[config.mk]
export PLATFORM = sky130hd
export DESIGN_NAME = rpscd_top
export DESIGN_NICKNAME = d
export VERILOG_FILES = /design/src/shared/rpscd_pkg.sv /design/src/rpscd_top.sv /design/src/rpscd_edge.sv /design/src/rpscd_detect.sv
export VERILOG_INCLUDE_DIRS = /design/src /design/src/shared
export SDC_FILE = /design/constraint.sdc
export NUM_CORES = 1
export LEC_CHECK = 0
export ABC_CLOCK_PERIOD_IN_PS = 2750
export CAP_MARGIN = 20
export CORE_ASPECT_RATIO = 0.75
export CORE_MARGIN = 4
export CORE_UTILIZATION = 64
export CTS_CLUSTER_SIZE = 24
export DETAILED_ROUTE_END_ITERATION = 6
export DONT_BUFFER_PORTS = 1
export PLACE_DENSITY = 0.82
export REMOVE_ABC_BUFFERS = 1
export SLEW_MARGIN = 20
export SYNTH_ARGS = -nofsm -noshare
export SYNTH_HDL_FRONTEND = slang
export SYNTH_SLANG_ARGS = --single-unit
[constraint.sdc]
create_clock -name clk_i -period 2.75 [get_ports clk_i]
set_clock_uncertainty 0.15 [all_clocks]
set_input_delay 0.55 -clock clk_i [delete_from_list [all_inputs] [get_ports clk_i]]
set_output_delay 0.55 -clock clk_i [all_outputs]
set_load 0.02 [all_outputs]
[src/shared/rpscd_consts.svh]
// Constants of the RS-232 port with status change detector.
// Assumes inclusion by bare name from any design or bench file.
`ifndef RPSCD_CONSTS_SVH
`define RPSCD_CONSTS_SVH

// ************************************************************
// Serial controller register indices (A2,A1)
// ************************************************************
`define RPSCD_REG_DATA      2'h0
`define RPSCD_REG_STAT_BAUD 2'h1
`define RPSCD_REG_MODE      2'h2
`define RPSCD_REG_CMD       2'h3

// ************************************************************
// Mode register fields
// ************************************************************
`define RPSCD_MODE_LEN_LO   0
`define RPSCD_MODE_LEN_HI   1
`define RPSCD_MODE_PAR_EN   2
`define RPSCD_MODE_PAR_EVEN 3
`define RPSCD_MODE_STOP2    4
`define RPSCD_MODE_EXT_TX   5
`define RPSCD_MODE_EXT_RX   6
`define RPSCD_MODE_SYNC     7
`define RPSCD_MODE_RESET    8'h03

// ************************************************************
// Command register fields
// ************************************************************
`define RPSCD_CMD_TX_EN     0
`define RPSCD_CMD_DTR       1
`define RPSCD_CMD_RX_EN     2
`define RPSCD_CMD_RTS       3
`define RPSCD_CMD_ERR_CLR   4
`define RPSCD_CMD_RESET     8'h00

// ************************************************************
// Status register fields
// ************************************************************
`define RPSCD_ST_TXRDY      0
`define RPSCD_ST_RXRDY      1
`define RPSCD_ST_TXEMT      2
`define RPSCD_ST_PAR_ERR    3
`define RPSCD_ST_OVR_ERR    4
`define RPSCD_ST_FRM_ERR    5
`define RPSCD_ST_DCD        6
`define RPSCD_ST_DSR        7

// ************************************************************
// Processor latch fields and misc values
// ************************************************************
`define RPSCD_LAT_SECONDARY_REQUEST_TO_SEND      0
`define RPSCD_LAT_EN_TXEMT  1
`define RPSCD_LAT_EN_TXRDY  2
`define RPSCD_LAT_EN_RXRDY  3
`define RPSCD_LAT_RESET     8'h00
`define RPSCD_BAUD_RESET    8'h1f
`define RPSCD_LEN_BASE      3'h4
`define RPSCD_X16_LAST      4'hf
`define RPSCD_X16_MID       4'h7

`endif

[src/shared/rpscd_pkg.sv]
// Types of the RS-232 port with status change detector.
// Assumes the constants header is compiled alongside.
package rpscd_pkg;

	// ************************************************************
	// Carriers
	// ************************************************************
	typedef struct packed {
		logic       tick;
		logic       ring;
		logic       cts;
		logic       secondary_carrier_detect;
		logic       dcd;
		logic       dsr;
	} rpscd_status_t;

	typedef struct packed {
		logic [1:0] addr;
		logic [7:0] wdata;
		logic       wr;
		logic       rd;
		logic       write_not_read;
		logic       cmd;
		logic       status_detector_select_n;
		logic       serial_controller_select_a_n;
		logic       serial_controller_select_b_n;
		logic       control_latch_select_n;
	} rpscd_bus_t;

	// ************************************************************
	// State machines
	// ************************************************************
	typedef enum logic [4:0] {
		TX_IDLE   = 5'h01,
		TX_DATA   = 5'h02,
		TX_PARITY = 5'h04,
		TX_STOP   = 5'h08,
		TX_FINISH = 5'h10
	} rpscd_tx_state_t;

	typedef enum logic [4:0] {
		RX_IDLE   = 5'h01,
		RX_START  = 5'h02,
		RX_DATA   = 5'h04,
		RX_PARITY = 5'h08,
		RX_STOP   = 5'h10
	} rpscd_rx_state_t;

endpackage

[src/rpscd_top.sv]
// RS-232 port: serial controller, processor latch, status change detector.
// Assumes every input is synchronous to clk_i (100 MHz) and a bus master
// that keeps read and write strobes one cycle long and never overlapping.
//
// Decided for this implementation: the address-and-strobe port and the placing of the registers.
`timescale 1ns/1ps
`include "rpscd_consts.svh"
module rpscd_top (
	input  wire logic                     clk_i,
	input  wire logic                     rst_n_i,
	input  wire rpscd_pkg::rpscd_bus_t    bus_i,
	output logic [7:0]                    rdata_o,
	output logic                          data_oe_o,
	input  wire rpscd_pkg::rpscd_status_t modem_status_i,
	input  wire logic                     transmit_baud_output_i,
	input  wire logic                     modem_transmit_clock_i,
	input  wire logic                     receive_clock_in_i,
	input  wire logic                     serial_data_i,
	output logic                          serial_data_o,
	output logic                          dtr_o,
	output logic                          rts_o,
	output logic                          secondary_request_to_send_o,
	output logic                          transmitter_empty_n_o,
	output logic                          tx_holding_ready_n_o,
	output logic                          rx_char_ready_n_o,
	output logic                          irq_tx_empty_o,
	output logic                          irq_tx_ready_o,
	output logic                          irq_rx_ready_o,
	output logic                          combined_timer_status_interrupt_n_o
);
	import rpscd_pkg::*;

	// ************************************************************
	// Bus decode
	// ************************************************************
	logic ctl_sel;
	logic ctl_wr;
	logic ctl_rd;
	logic det_rd;
	logic lat_wr;
	logic a1;

	assign a1      = bus_i.addr[0];
	assign ctl_sel = (~bus_i.serial_controller_select_a_n | ~bus_i.serial_controller_select_b_n)
		& bus_i.cmd;
	assign ctl_wr  = ctl_sel & bus_i.wr & bus_i.write_not_read;
	assign ctl_rd  = ctl_sel & bus_i.rd & ~bus_i.write_not_read;
	assign det_rd  = ~bus_i.status_detector_select_n & bus_i.rd;
	assign lat_wr  = ~bus_i.control_latch_select_n & bus_i.wr;

	// ************************************************************
	// Control registers
	// ************************************************************
	logic [7:0] mode_reg;
	logic [7:0] cmd_reg;
	logic [7:0] baud_reg;
	logic [7:0] latch_reg;
	logic       err_clr;

	always_ff @(posedge clk_i or negedge rst_n_i) begin
		if (!rst_n_i) begin
			mode_reg <= `RPSCD_MODE_RESET;
			cmd_reg  <= `RPSCD_CMD_RESET;
			baud_reg <= `RPSCD_BAUD_RESET;
		end else if (ctl_wr) begin
			unique case (bus_i.addr)
				`RPSCD_REG_STAT_BAUD: baud_reg <= bus_i.wdata;
				`RPSCD_REG_MODE:      mode_reg <= bus_i.wdata;
				`RPSCD_REG_CMD:       cmd_reg  <= bus_i.wdata;
				default:              ;
			endcase
		end
	end

	always_ff @(posedge clk_i or negedge rst_n_i) begin
		if (!rst_n_i) begin
			latch_reg <= `RPSCD_LAT_RESET;
		end else if (lat_wr) begin
			latch_reg <= bus_i.wdata;
		end
	end

	assign err_clr = ctl_wr && bus_i.addr == `RPSCD_REG_CMD && bus_i.wdata[`RPSCD_CMD_ERR_CLR];

	// ************************************************************
	// Bit clocks
	// ************************************************************
	// Switching the transmit source may give one stray edge; change it only while idle
	logic       tx_clk_level;
	logic       tx_tick;
	logic       rx_ext_rise;
	logic       rx_ext;
	logic       rx_tick;
	logic [7:0] gen_cnt_reg;
	logic       gen_tick;

	assign tx_clk_level = mode_reg[`RPSCD_MODE_EXT_TX] ? modem_transmit_clock_i
		: transmit_baud_output_i;

	rpscd_edge u_tx_edge (
		.clk_i   (clk_i),
		.rst_n_i (rst_n_i),
		.level_i (tx_clk_level),
		.rise_o  (tx_tick)
	);

	rpscd_edge u_rx_edge (
		.clk_i   (clk_i),
		.rst_n_i (rst_n_i),
		.level_i (receive_clock_in_i),
		.rise_o  (rx_ext_rise)
	);

	// Internal generator gives a 16x sample enable; one cycle per divisor step
	always_ff @(posedge clk_i or negedge rst_n_i) begin
		if (!rst_n_i) begin
			gen_cnt_reg <= 8'h00;
		end else if (gen_cnt_reg >= baud_reg) begin
			gen_cnt_reg <= 8'h00;
		end else begin
			gen_cnt_reg <= gen_cnt_reg + 8'h01;
		end
	end

	assign gen_tick = (gen_cnt_reg >= baud_reg);
	assign rx_ext   = mode_reg[`RPSCD_MODE_EXT_RX];
	assign rx_tick  = rx_ext ? rx_ext_rise : gen_tick;

	// ************************************************************
	// Transmitter
	// ************************************************************
	rpscd_tx_state_t tx_state_reg;
	logic [7:0]      tx_hold_reg;
	logic            tx_full_reg;
	logic [7:0]      tx_shift_reg;
	logic [2:0]      tx_bit_reg;
	logic            tx_par_reg;
	logic            tx_stop2_reg;
	logic            txd_reg;
	logic            tx_load;
	logic [2:0]      last_bit;
	logic            tx_empty;

	assign last_bit = 3'(`RPSCD_LEN_BASE + {1'b0, mode_reg[`RPSCD_MODE_LEN_HI:`RPSCD_MODE_LEN_LO]});
	assign tx_load  = tx_tick && tx_full_reg && cmd_reg[`RPSCD_CMD_TX_EN]
		&& (tx_state_reg == TX_IDLE || tx_state_reg == TX_FINISH);

	// A write while the holding register is full is dropped
	always_ff @(posedge clk_i or negedge rst_n_i) begin
		if (!rst_n_i) begin
			tx_hold_reg <= 8'h00;
			tx_full_reg <= 1'b0;
		end else if (tx_load) begin
			tx_full_reg <= 1'b0;
		end else if (ctl_wr && bus_i.addr == `RPSCD_REG_DATA && !tx_full_reg) begin
			tx_hold_reg <= bus_i.wdata;
			tx_full_reg <= 1'b1;
		end
	end

	always_ff @(posedge clk_i or negedge rst_n_i) begin
		if (!rst_n_i) begin
			tx_state_reg <= TX_IDLE;
			tx_shift_reg <= 8'h00;
			tx_bit_reg   <= 3'h0;
			tx_par_reg   <= 1'b0;
			tx_stop2_reg <= 1'b0;
			txd_reg      <= 1'b1;
		end else if (tx_load) begin
			tx_shift_reg <= tx_hold_reg;
			tx_bit_reg   <= 3'h0;
			tx_par_reg   <= ~mode_reg[`RPSCD_MODE_PAR_EVEN];
			tx_stop2_reg <= 1'b0;
			txd_reg      <= 1'b0;
			tx_state_reg <= TX_DATA;
		end else if (tx_tick) begin
			unique case (tx_state_reg)
				TX_IDLE: begin
					txd_reg <= 1'b1;
				end
				TX_DATA: begin
					txd_reg      <= tx_shift_reg[0];
					tx_par_reg   <= tx_par_reg ^ tx_shift_reg[0];
					tx_shift_reg <= {1'b0, tx_shift_reg[7:1]};
					tx_bit_reg   <= tx_bit_reg + 3'h1;
					if (tx_bit_reg == last_bit) begin
						tx_state_reg <= mode_reg[`RPSCD_MODE_PAR_EN] ? TX_PARITY : TX_STOP;
					end
				end
				TX_PARITY: begin
					txd_reg      <= tx_par_reg;
					tx_state_reg <= TX_STOP;
				end
				TX_STOP: begin
					txd_reg <= 1'b1;
					if (mode_reg[`RPSCD_MODE_STOP2] && !tx_stop2_reg) begin
						tx_stop2_reg <= 1'b1;
					end else begin
						tx_state_reg <= TX_FINISH;
					end
				end
				TX_FINISH: begin
					txd_reg      <= 1'b1;
					tx_state_reg <= TX_IDLE;
				end
			endcase
		end
	end

	assign tx_empty = !tx_full_reg && tx_state_reg == TX_IDLE;

	// ************************************************************
	// Receiver
	// ************************************************************
	rpscd_rx_state_t rx_state_reg;
	logic [3:0]      rx_cnt_reg;
	logic [2:0]      rx_bit_reg;
	logic [7:0]      rx_shift_reg;
	logic            rx_par_reg;
	logic [7:0]      rx_hold_reg;
	logic            rx_rdy_reg;
	logic            par_err_reg;
	logic            ovr_err_reg;
	logic            frm_err_reg;
	logic            rx_sample;
	logic            rx_done;
	logic            rx_rd;
	logic [7:0]      rx_aligned;

	// External 1X clock samples on every rising edge; internal 16x samples mid-bit
	assign rx_sample = rx_tick && (rx_ext || rx_cnt_reg == `RPSCD_X16_LAST);
	assign rx_done   = rx_sample && rx_state_reg == RX_STOP;
	assign rx_rd     = ctl_rd && bus_i.addr == `RPSCD_REG_DATA;
	assign rx_aligned = rx_shift_reg >> (3'h7 - last_bit);

	always_ff @(posedge clk_i or negedge rst_n_i) begin
		if (!rst_n_i) begin
			rx_state_reg <= RX_IDLE;
			rx_cnt_reg   <= 4'h0;
			rx_bit_reg   <= 3'h0;
			rx_shift_reg <= 8'h00;
			rx_par_reg   <= 1'b0;
		end else if (!cmd_reg[`RPSCD_CMD_RX_EN]) begin
			rx_state_reg <= RX_IDLE;
		end else if (rx_tick) begin
			rx_cnt_reg <= rx_cnt_reg + 4'h1;
			unique case (rx_state_reg)
				RX_IDLE: begin
					rx_cnt_reg <= 4'h0;
					rx_bit_reg <= 3'h0;
					rx_par_reg <= ~mode_reg[`RPSCD_MODE_PAR_EVEN];
					if (!serial_data_i) begin
						rx_state_reg <= rx_ext ? RX_DATA : RX_START;
					end
				end
				RX_START: begin
					if (rx_cnt_reg == `RPSCD_X16_MID) begin
						rx_cnt_reg   <= 4'h0;
						rx_state_reg <= serial_data_i ? RX_IDLE : RX_DATA;
					end
				end
				RX_DATA: begin
					if (rx_sample) begin
						rx_shift_reg <= {serial_data_i, rx_shift_reg[7:1]};
						rx_par_reg   <= rx_par_reg ^ serial_data_i;
						rx_bit_reg   <= rx_bit_reg + 3'h1;
						if (rx_bit_reg == last_bit) begin
							rx_state_reg <= mode_reg[`RPSCD_MODE_PAR_EN] ? RX_PARITY : RX_STOP;
						end
					end
				end
				RX_PARITY: begin
					if (rx_sample) begin
						rx_par_reg   <= rx_par_reg ^ serial_data_i;
						rx_state_reg <= RX_STOP;
					end
				end
				RX_STOP: begin
					if (rx_sample) begin
						rx_state_reg <= RX_IDLE;
					end
				end
			endcase
		end
	end

	// A new character beats a same-cycle data read, so the ready flag stays set
	always_ff @(posedge clk_i or negedge rst_n_i) begin
		if (!rst_n_i) begin
			rx_hold_reg <= 8'h00;
			rx_rdy_reg  <= 1'b0;
		end else if (rx_done) begin
			rx_hold_reg <= rx_aligned;
			rx_rdy_reg  <= 1'b1;
		end else if (rx_rd) begin
			rx_rdy_reg <= 1'b0;
		end
	end

	always_ff @(posedge clk_i or negedge rst_n_i) begin
		if (!rst_n_i) begin
			par_err_reg <= 1'b0;
			ovr_err_reg <= 1'b0;
			frm_err_reg <= 1'b0;
		end else if (rx_done) begin
			par_err_reg <= par_err_reg | (mode_reg[`RPSCD_MODE_PAR_EN] & rx_par_reg);
			ovr_err_reg <= ovr_err_reg | (rx_rdy_reg & ~rx_rd);
			frm_err_reg <= frm_err_reg | ~serial_data_i;
		end else if (err_clr) begin
			par_err_reg <= 1'b0;
			ovr_err_reg <= 1'b0;
			frm_err_reg <= 1'b0;
		end
	end

	// ************************************************************
	// Status change detector
	// ************************************************************
	rpscd_status_t stored;
	logic          mismatch_n;

	rpscd_detect u_detect (
		.clk_i        (clk_i),
		.rst_n_i      (rst_n_i),
		.live_i       (modem_status_i),
		.capture_i    (det_rd & ~a1),
		.stored_o     (stored),
		.mismatch_n_o (mismatch_n)
	);

	assign combined_timer_status_interrupt_n_o = mismatch_n;

	// ************************************************************
	// Read data
	// ************************************************************
	logic [7:0] status_word;
	logic [7:0] rdata_reg;
	logic       oe_reg;

	always_comb begin
		status_word                   = 8'h00;
		status_word[`RPSCD_ST_TXRDY]   = !tx_full_reg;
		status_word[`RPSCD_ST_RXRDY]   = rx_rdy_reg;
		status_word[`RPSCD_ST_TXEMT]   = tx_empty;
		status_word[`RPSCD_ST_PAR_ERR] = par_err_reg;
		status_word[`RPSCD_ST_OVR_ERR] = ovr_err_reg;
		status_word[`RPSCD_ST_FRM_ERR] = frm_err_reg;
		status_word[`RPSCD_ST_DCD]     = 1'b1;
		status_word[`RPSCD_ST_DSR]     = 1'b1;
	end

	always_ff @(posedge clk_i or negedge rst_n_i) begin
		if (!rst_n_i) begin
			rdata_reg <= 8'h00;
			oe_reg    <= 1'b0;
		end else begin
			oe_reg <= ctl_rd | det_rd;
			if (det_rd) begin
				rdata_reg <= {2'h0, a1 ? stored : modem_status_i};
			end else if (ctl_rd) begin
				unique case (bus_i.addr)
					`RPSCD_REG_DATA:      rdata_reg <= rx_hold_reg;
					`RPSCD_REG_STAT_BAUD: rdata_reg <= status_word;
					`RPSCD_REG_MODE:      rdata_reg <= mode_reg;
					`RPSCD_REG_CMD:       rdata_reg <= cmd_reg;
					default:              ;
				endcase
			end
		end
	end

	assign rdata_o   = rdata_reg;
	assign data_oe_o = oe_reg;

	// ************************************************************
	// Pins and interrupt gating
	// ************************************************************
	// Clear to send is treated as asserted, so the transmitter never waits on it
	assign serial_data_o               = txd_reg;
	assign dtr_o                       = cmd_reg[`RPSCD_CMD_DTR];
	assign rts_o                       = cmd_reg[`RPSCD_CMD_RTS];
	assign secondary_request_to_send_o = ~latch_reg[`RPSCD_LAT_SECONDARY_REQUEST_TO_SEND];
	assign transmitter_empty_n_o       = ~tx_empty;
	assign tx_holding_ready_n_o        = ~(!tx_full_reg && cmd_reg[`RPSCD_CMD_TX_EN]);
	assign rx_char_ready_n_o           = ~rx_rdy_reg;
	assign irq_tx_empty_o = ~transmitter_empty_n_o & latch_reg[`RPSCD_LAT_EN_TXEMT];
	assign irq_tx_ready_o = ~tx_holding_ready_n_o & latch_reg[`RPSCD_LAT_EN_TXRDY];
	assign irq_rx_ready_o = ~rx_char_ready_n_o & latch_reg[`RPSCD_LAT_EN_RXRDY];
endmodule

[src/rpscd_edge.sv]
// Rising edge finder for a bit clock level.
// Assumes the level is synchronous to clk_i.
`timescale 1ns/1ps
module rpscd_edge (
	input  wire logic clk_i,
	input  wire logic rst_n_i,
	input  wire logic level_i,
	output logic      rise_o
);
	logic prev_reg;

	always_ff @(posedge clk_i or negedge rst_n_i) begin
		if (!rst_n_i) begin
			prev_reg <= 1'b0;
		end else begin
			prev_reg <= level_i;
		end
	end

	assign rise_o = level_i & ~prev_reg;
endmodule

[src/rpscd_detect.sv]
// Status change detector: last-state latch and comparator.
// Assumes the six status inputs are synchronous to clk_i.
`timescale 1ns/1ps
module rpscd_detect (
	input  wire logic                  clk_i,
	input  wire logic                  rst_n_i,
	input  wire rpscd_pkg::rpscd_status_t live_i,
	input  wire logic                  capture_i,
	output rpscd_pkg::rpscd_status_t   stored_o,
	output logic                       mismatch_n_o
);
	import rpscd_pkg::*;

	rpscd_status_t stored_reg;

	// Only a new-status read clocks the latch
	always_ff @(posedge clk_i or negedge rst_n_i) begin
		if (!rst_n_i) begin
			stored_reg <= '0;
		end else if (capture_i) begin
			stored_reg <= live_i;
		end
	end

	assign stored_o     = stored_reg;
	assign mismatch_n_o = (stored_reg == live_i);
endmodule

==> flow_metrics.env, run 1 <==
export IMPL_async_flop_share=1.00
export IMPL_dr_pass1_iters=7
export IMPL_drc=4
export IMPL_syn_area_sq_um=5980
export IMPL_initial_utilization=0.658
export IMPL_area_growth_pct=11.9
export IMPL_min_path_type="primary input to async pin"
export IMPL_nNetsFinal=589
export IMPL_grt_pass1_wl_mm=22.8
export IMPL_reg2reg_to="rx_shift_reg[3]$_DFFE_PN0P_"
export IMPL_yosys_register_bits=114
export IMPL_crit_type="register to output port"
export IMPL_tightestPinTransition_ns=0.634
export IMPL_cts_setup_buffers=0
export IMPL_yosys_area_top_type="dfrtp_1"
export IMPL_critPathMaxFanout=10
export IMPL_netlist_instances=544
export IMPL_synth_top_area_frac=0.435
export IMPL_final_cell_mix="104 x dfrtp_1, 50 x nand2_1, 47 x mux2_2, 31 x mux2i_1"
export IMPL_maxCapViolations=0
export IMPL_drive_above_1_share=0.214
export IMPL_fmax_mhz=383
export IMPL_gp_congestion=0.855
export IMPL_synth_top_family_by_area="multiplexers"
export IMPL_ir_worst_vdd_v=0.000503
export IMPL_cts_sinks=114
export IMPL_reg2reg_from="baud_reg[3]$_DFFE_PN1P_"
export IMPL_slowest_delay_ns=0.49
export IMPL_cts_clk_slew_worst_paths_ns=0.05
export IMPL_postRouteAntennaNets=0
export IMPL_ys_types=63
export IMPL_synth_edf_count=0
export IMPL_synth_area_mux_share=0.182
export IMPL_root_buffer="clkbuf_16"
export IMPL_slew_viol_final=0
export IMPL_synth_simple_area_share=0.139
export IMPL_slew_headroom=0.574
export IMPL_antenna_found_initial=0
export IMPL_violations="design-rule violations, negative hold slack"
export IMPL_fin_crit_ns=2.61
export IMPL_cts_buffers=17
export IMPL_first_global_vias=4272
export IMPL_setup_viol=0
export IMPL_postLayoutSetupSlackWorst_ns=0.139
export IMPL_cp_start_kind="register"
export IMPL_fp_row_count=30
export IMPL_clk_latency_ns=0.41
export IMPL_seq_area_frac_synth=0.479
export IMPL_wire_per_inst_microns=20.2
export IMPL_cp_arrival_ns=1.91
export IMPL_drt_iter0_drc=544
export IMPL_ff2ff_setup_slack_ns=0.14
export IMPL_timing_hold_ws_ns=-0.320
export IMPL_cts_tree="built"
export IMPL_worstPathCellList="nor3_1 -> and3_1 -> and2_1"
export IMPL_wirelength_mm=13.9
export IMPL_port_buffers=0
export IMPL_finalHoldViolations=114
export IMPL_final_period_utilization=0.950
export IMPL_yosys_warnings=0
export IMPL_clockBufferDepth=2
export IMPL_io_pins=50
export IMPL_dieArea_sq_um=11000
export IMPL_dp_slack_ns=0.115
export IMPL_synthTopCellsByArea="dfrtp_1 44%, mux2_2 8.9%, mux2i_1 5.2%, dfstp_2 4.4%, nand2_1 3.1%"
export IMPL_synth_adder_area_share=0.0251
export IMPL_final_common_cell="dfrtp_1"
export IMPL_vias_per_cell=6.32
export IMPL_syn_avg_cell_area_sq_um=11.0
export IMPL_dp_hpwl_mm=9.32
export IMPL_diodes=0
export IMPL_critPathRequiredTime_ns=2.05
export IMPL_reg2regPathDepth=7
export IMPL_core_region_area_sq_um=9080
export IMPL_grt_use_total=0.269
export IMPL_grt_max_degree=115
export IMPL_run_status="finished with violations"
export IMPL_synth_compound_area_frac=0.107
export IMPL_setup_tns_ns=0
export IMPL_synth_ff_type="dfrtp_1"
export IMPL_leakagePower_uw=0.00306
export IMPL_worst_path_max_delay_cell="dfrtp_1"
export IMPL_power_per_cell_area_nw_per_um2=792
export IMPL_vias=4347
export IMPL_synthXorXnorAreaFrac=0.0322
export IMPL_die_h_microns=91.7
export IMPL_endpoint_kind="output port"
export IMPL_grt_overflow_total=0
export IMPL_rsz0062_at_grt="no"
export IMPL_die_x_microns=120
export IMPL_htreeDepth=4
-- worst max-delay path by stage --
| stage | to | start | slack [ns] | cells past startpoint |
|---|---|---|---|---|
| after floorplan | rx_hold_reg[0]$_DFFE_PN0P_ | baud_reg[0]$_DFFE_PN1P_ | 0.05 | 6 |
| after global placement | rx_shift_reg[3]$_DFFE_PN0P_ | baud_reg[3]$_DFFE_PN1P_ | 0.25 | 7 |
| after detailed placement | frm_err_reg$_DFFE_PN0P_ | baud_reg[0]$_DFFE_PN1P_ | 0.11 | 7 |
| after CTS | frm_err_reg$_DFFE_PN0P_ | gen_cnt_reg[0]$_DFF_PN0_ | 0.04 | 8 |
| after global routing | frm_err_reg$_DFFE_PN0P_ | gen_cnt_reg[0]$_DFF_PN0_ | 0.01 | 8 |
| final | irq_tx_empty_o | tx_state_reg[1]$_DFFE_PN0P_ | 0.14 | 3 |
-- logic make-up after synthesis --
family	count (synthesis)
adder cells (fa/ha/maj)	12
AND/OR/NAND/NOR	160
buffers and inverters	50
flip-flops	114
multiplexers	91
XOR/XNOR	22
AO/OA/AOI/OAI	95
-- critical path, delay by kind of cell (launching register included) --
kind	cells	cell delay, ns
flip-flops	1	0.49
AND/OR/NAND/NOR	3	1.00
-- timing repair --
item,in CTS,in global routing
resized for setup,0,1
hold endpoints to repair,114,115
setup endpoints to repair,0,12
-- power by group --
part           total [uW]  switching (uW)  leakage (uW)  internal (uW)
clock                2140             749      0.000282           1390
sequential           2220             280       0.00145           1940
combinational         936             494       0.00133            442
-- cell type report --
| class | count | area (sq um) |
|---|---|---|
| inverters | 23 | 86.3 |
| flip-flops and latches | 114 | 2870 |
| clock inverters | 10 | 108 |
| multi-input cells | 380 | 2910 |
| repair buffers | 11 | 85.1 |
| fillers | 614 | 2390 |
| well taps | 128 | 160 |
| clock buffers | 22 | 474 |
-- cell usage after synthesis, types with 13 or more instances --
cell and count:
clkbuf_1 13, nor2_1 30, nand3_1 14, nand2_1 50
inv_1 23, mux2i_1 31, dfrtp_1 104, o21ai_0 30
mux2_2 47, nor2b_1 13, a21oi_1 13
-- per-layer routing --
metal,up-vias,part of all wire,global-route usage
met5,-,0,0
met4,0,0.023,0.0848
met3,33,0.076,0.0764
met2,181,0.47,0.411
met1,2169,0.44,0.375
li1,1964,-,-
-- metrics by stage --
stage	std cells	power, uW	instance area [sq um]	util
after floorplan	517	2830	5850	-
after global placement	655	3030	6090	0.670
after detailed placement	655	3110	6090	0.670
after CTS	687	5280	6670	0.734
after global routing	688	5530	6690	0.737
final	688	5300	6690	0.737
Note: power is estimated with default switching activity, not from simulation.
==> run 2, diff against run 1 <==
Settings changed: CORE_UTILIZATION 64 to 55, PLACE_DENSITY 0.82 to 0.72, SYNTH_HIERARCHICAL from default to 1.
==> flow_metrics.env, run 2 <==
export IMPL_run_status="finished with violations"
export IMPL_violations="negative hold slack"
export IMPL_synthTopCellsByArea="dfrtp_1 43%, mux2_2 6.0%, dfstp_2 4.4%, mux2i_1 4.3%, nand2_1 3.3%"
export IMPL_yosysMostFrequentCell="dfrtp_1"
export IMPL_ys_types=66
export IMPL_first_global_vias=4176
export IMPL_dp_hpwl_mm=9.14
export IMPL_slew_headroom=0.643
export IMPL_wire_per_inst_microns=18.8
export IMPL_min_path_type="primary input to async pin"
export IMPL_grt_use_total=0.222
export IMPL_cts_sinks=114
export IMPL_diodes=0
export IMPL_power_per_cell_area_nw_per_um2=848
export IMPL_setup_tns_ns=0
export IMPL_cts_tree="built"
export IMPL_clk_latency_ns=0.41
export IMPL_cts_buffers=17
export IMPL_port_buffers=0
export IMPL_reg2reg_from="gen_cnt_reg[0]$_DFF_PN0_"
export IMPL_gp_congestion=0.861
export IMPL_yosys_area_top_type="dfrtp_1"
export IMPL_async_flop_share=1.00
export IMPL_syn_avg_cell_area_sq_um=10.9
export IMPL_maxCapViolations=0
export IMPL_die_x_microns=128
export IMPL_netlist_instances=550
export IMPL_post_route_util=0.649
export IMPL_cts_setup_buffers=0
export IMPL_vias_per_cell=5.99
export IMPL_tightestPinTransition_ns=0.534
export IMPL_vias=4209
export IMPL_final_period_utilization=0.911
export IMPL_drive_above_1_share=0.205
export IMPL_grt_max_degree=115
export IMPL_core_region_area_sq_um=10500
export IMPL_clockBufferDepth=2
export IMPL_slowest_delay_ns=0.42
export IMPL_seq_area_frac_synth=0.479
export IMPL_root_buffer="clkbuf_16"
export IMPL_final_common_cell="dfrtp_1"
export IMPL_critPathMaxFanout=5
export IMPL_drt_iter0_drc=308
export IMPL_setup_viol=0
export IMPL_grt_pass1_wl_mm=21.8
export IMPL_ff2ff_setup_slack_ns=0.25
export IMPL_wirelength_mm=13.2
export IMPL_area_growth_pct=13.3
export IMPL_cp_arrival_ns=2.68
export IMPL_synth_cells_most_frequent="104 x dfrtp_1, 52 x nand2_1, 36 x nor2_1, 32 x mux2_2, 30 x o21ai_0"
export IMPL_timing_hold_ws_ns=-0.317
export IMPL_worst_path_max_delay_cell="dfrtp_1"
export IMPL_grt_overflow_total=0
export IMPL_reg2regPathDepth=8
export IMPL_dr_pass1_iters=5
export IMPL_fp_row_count=32
export IMPL_path_delay_family="compound AO/OA/AOI/OAI gates"
export IMPL_postRouteAntennaNets=0
export IMPL_nNetsFinal=596
export IMPL_crit_type="register to register"
export IMPL_yosys_register_bits=114
export IMPL_htreeDepth=4
export IMPL_fin_crit_ns=2.50
export IMPL_initial_utilization=0.573
export IMPL_slew_viol_final=0
export IMPL_io_pins=50
export IMPL_rsz0062_at_grt="no"
export IMPL_finalHoldViolations=114
export IMPL_critPathRequiredTime_ns=2.92
export IMPL_fmax_mhz=399
export IMPL_syn_area_sq_um=5990
export IMPL_yosys_warnings=6
export IMPL_synth_ff_type="dfrtp_1"
export IMPL_cts_clk_slew_worst_paths_ns=0.05
export IMPL_drc=0
export IMPL_synth_top_area_frac=0.435
export IMPL_dieArea_sq_um=12600
export IMPL_leakagePower_uw=0.00306
export IMPL_die_h_microns=98.3
export IMPL_antenna_found_initial=0
export IMPL_final_cell_mix="104 x dfrtp_1, 52 x nand2_1, 36 x nor2_1, 32 x mux2_2, 30 x o21ai_0"
export IMPL_synth_edf_count=0
export IMPL_reg2reg_to="rx_state_reg[0]$_DFFE_PN1P_"
export IMPL_path_buf_inv=1
export IMPL_ir_worst_vdd_v=0.000475
export IMPL_endpoint_kind="register"
export IMPL_cp_start_kind="register"
export IMPL_worstPathCellList="inv_1 -> ha_1 -> nand2b_1 -> a2111oi_4 -> o21ai_1 -> o211a_1 -> nand3_1 -> mux2i_1"
run 2: changes by cell type in the layout (fill, tap and decap cells not counted), sizes merged, moves of 4 or more:
cell / before / now
buf: 10 / 15
o21ai: 30 / 45
mux2i: 31 / 26
nand4: 7 / 2
nor2: 31 / 36
and3b: 4 / 0
run 2: worst max path at each step:
stage	endpoint	cells after the start	from	slack, ns
3_3_place_gp	rx_hold_reg[1]$_DFFE_PN0P_	6	baud_reg[0]$_DFFE_PN1P_	0.15
3_5_place_dp	par_err_reg$_DFFE_PN0P_	8	gen_cnt_reg[0]$_DFF_PN0_	0.07
2_1_floorplan	par_err_reg$_DFFE_PN0P_	7	baud_reg[0]$_DFFE_PN1P_	0.16
4_1_cts	par_err_reg$_DFFE_PN0P_	8	gen_cnt_reg[0]$_DFF_PN0_	0.05
5_1_grt	rx_state_reg[0]$_DFFE_PN1P_	8	baud_reg[4]$_DFFE_PN1P_	0.07
6_report	rx_state_reg[0]$_DFFE_PN1P_	8	gen_cnt_reg[0]$_DFF_PN0_	0.25
run 2: metrics by stage:
step           total power (uW)  area (sq um)  setup WS (ns)  instances  hold WS (ns)
5_1_grt                    6060          6780         0.0687        703        -0.347
6_report                   5750          6780          0.245        703        -0.317
2_1_floorplan              3030          5830          0.159        519         0.104
3_3_place_gp               3270          6110          0.150        670         0.107
4_1_cts                    5760          6760         0.0529        702        -0.331
3_5_place_dp               3340          6110         0.0681        670         0.106
run 2: cell families (layout without fill, tap and decap cells):
kind of cell,after synthesis,count (layout),synth area share
AO/OA/AOI/OAI,108,108,0.121
AND/OR/NAND/NOR,157,157,0.133
XOR/XNOR,21,21,0.0307
flip-flops,114,114,0.479
buffers and inverters,55,72,0.0414
multiplexers,83,83,0.170
adder cells (fa/ha/maj),12,12,0.0251
run 2: what timing repair did:
action	in CTS	in global routing
setup endpoints to repair	0	11
endpoints found under the hold margin	114	115
gates resized for setup	0	2
run 2: final cells by class:
| class | count | area (sq um) |
|---|---|---|
| repair buffers | 16 | 123 |
| inverters | 24 | 90.1 |
| clock inverters | 9 | 179 |
| clock buffers | 23 | 468 |
| well taps | 136 | 170 |
| flip-flops and latches | 114 | 2870 |
| fillers | 800 | 3670 |
| multi-input cells | 381 | 2890 |
run 2: where the power goes:
| part | switching, uW | internal, uW |
|---|---|---|
| clock network | 746 | 1650 |
| registers | 331 | 1970 |
| logic | 536 | 519 |
| total | 1610 | 4140 |
run 2: metal layers:
metal  GRT usage  wire, microns
met1       0.317           6000
met2       0.317           5960
met3      0.0842           1080
met4      0.0604            183
met5           0              0
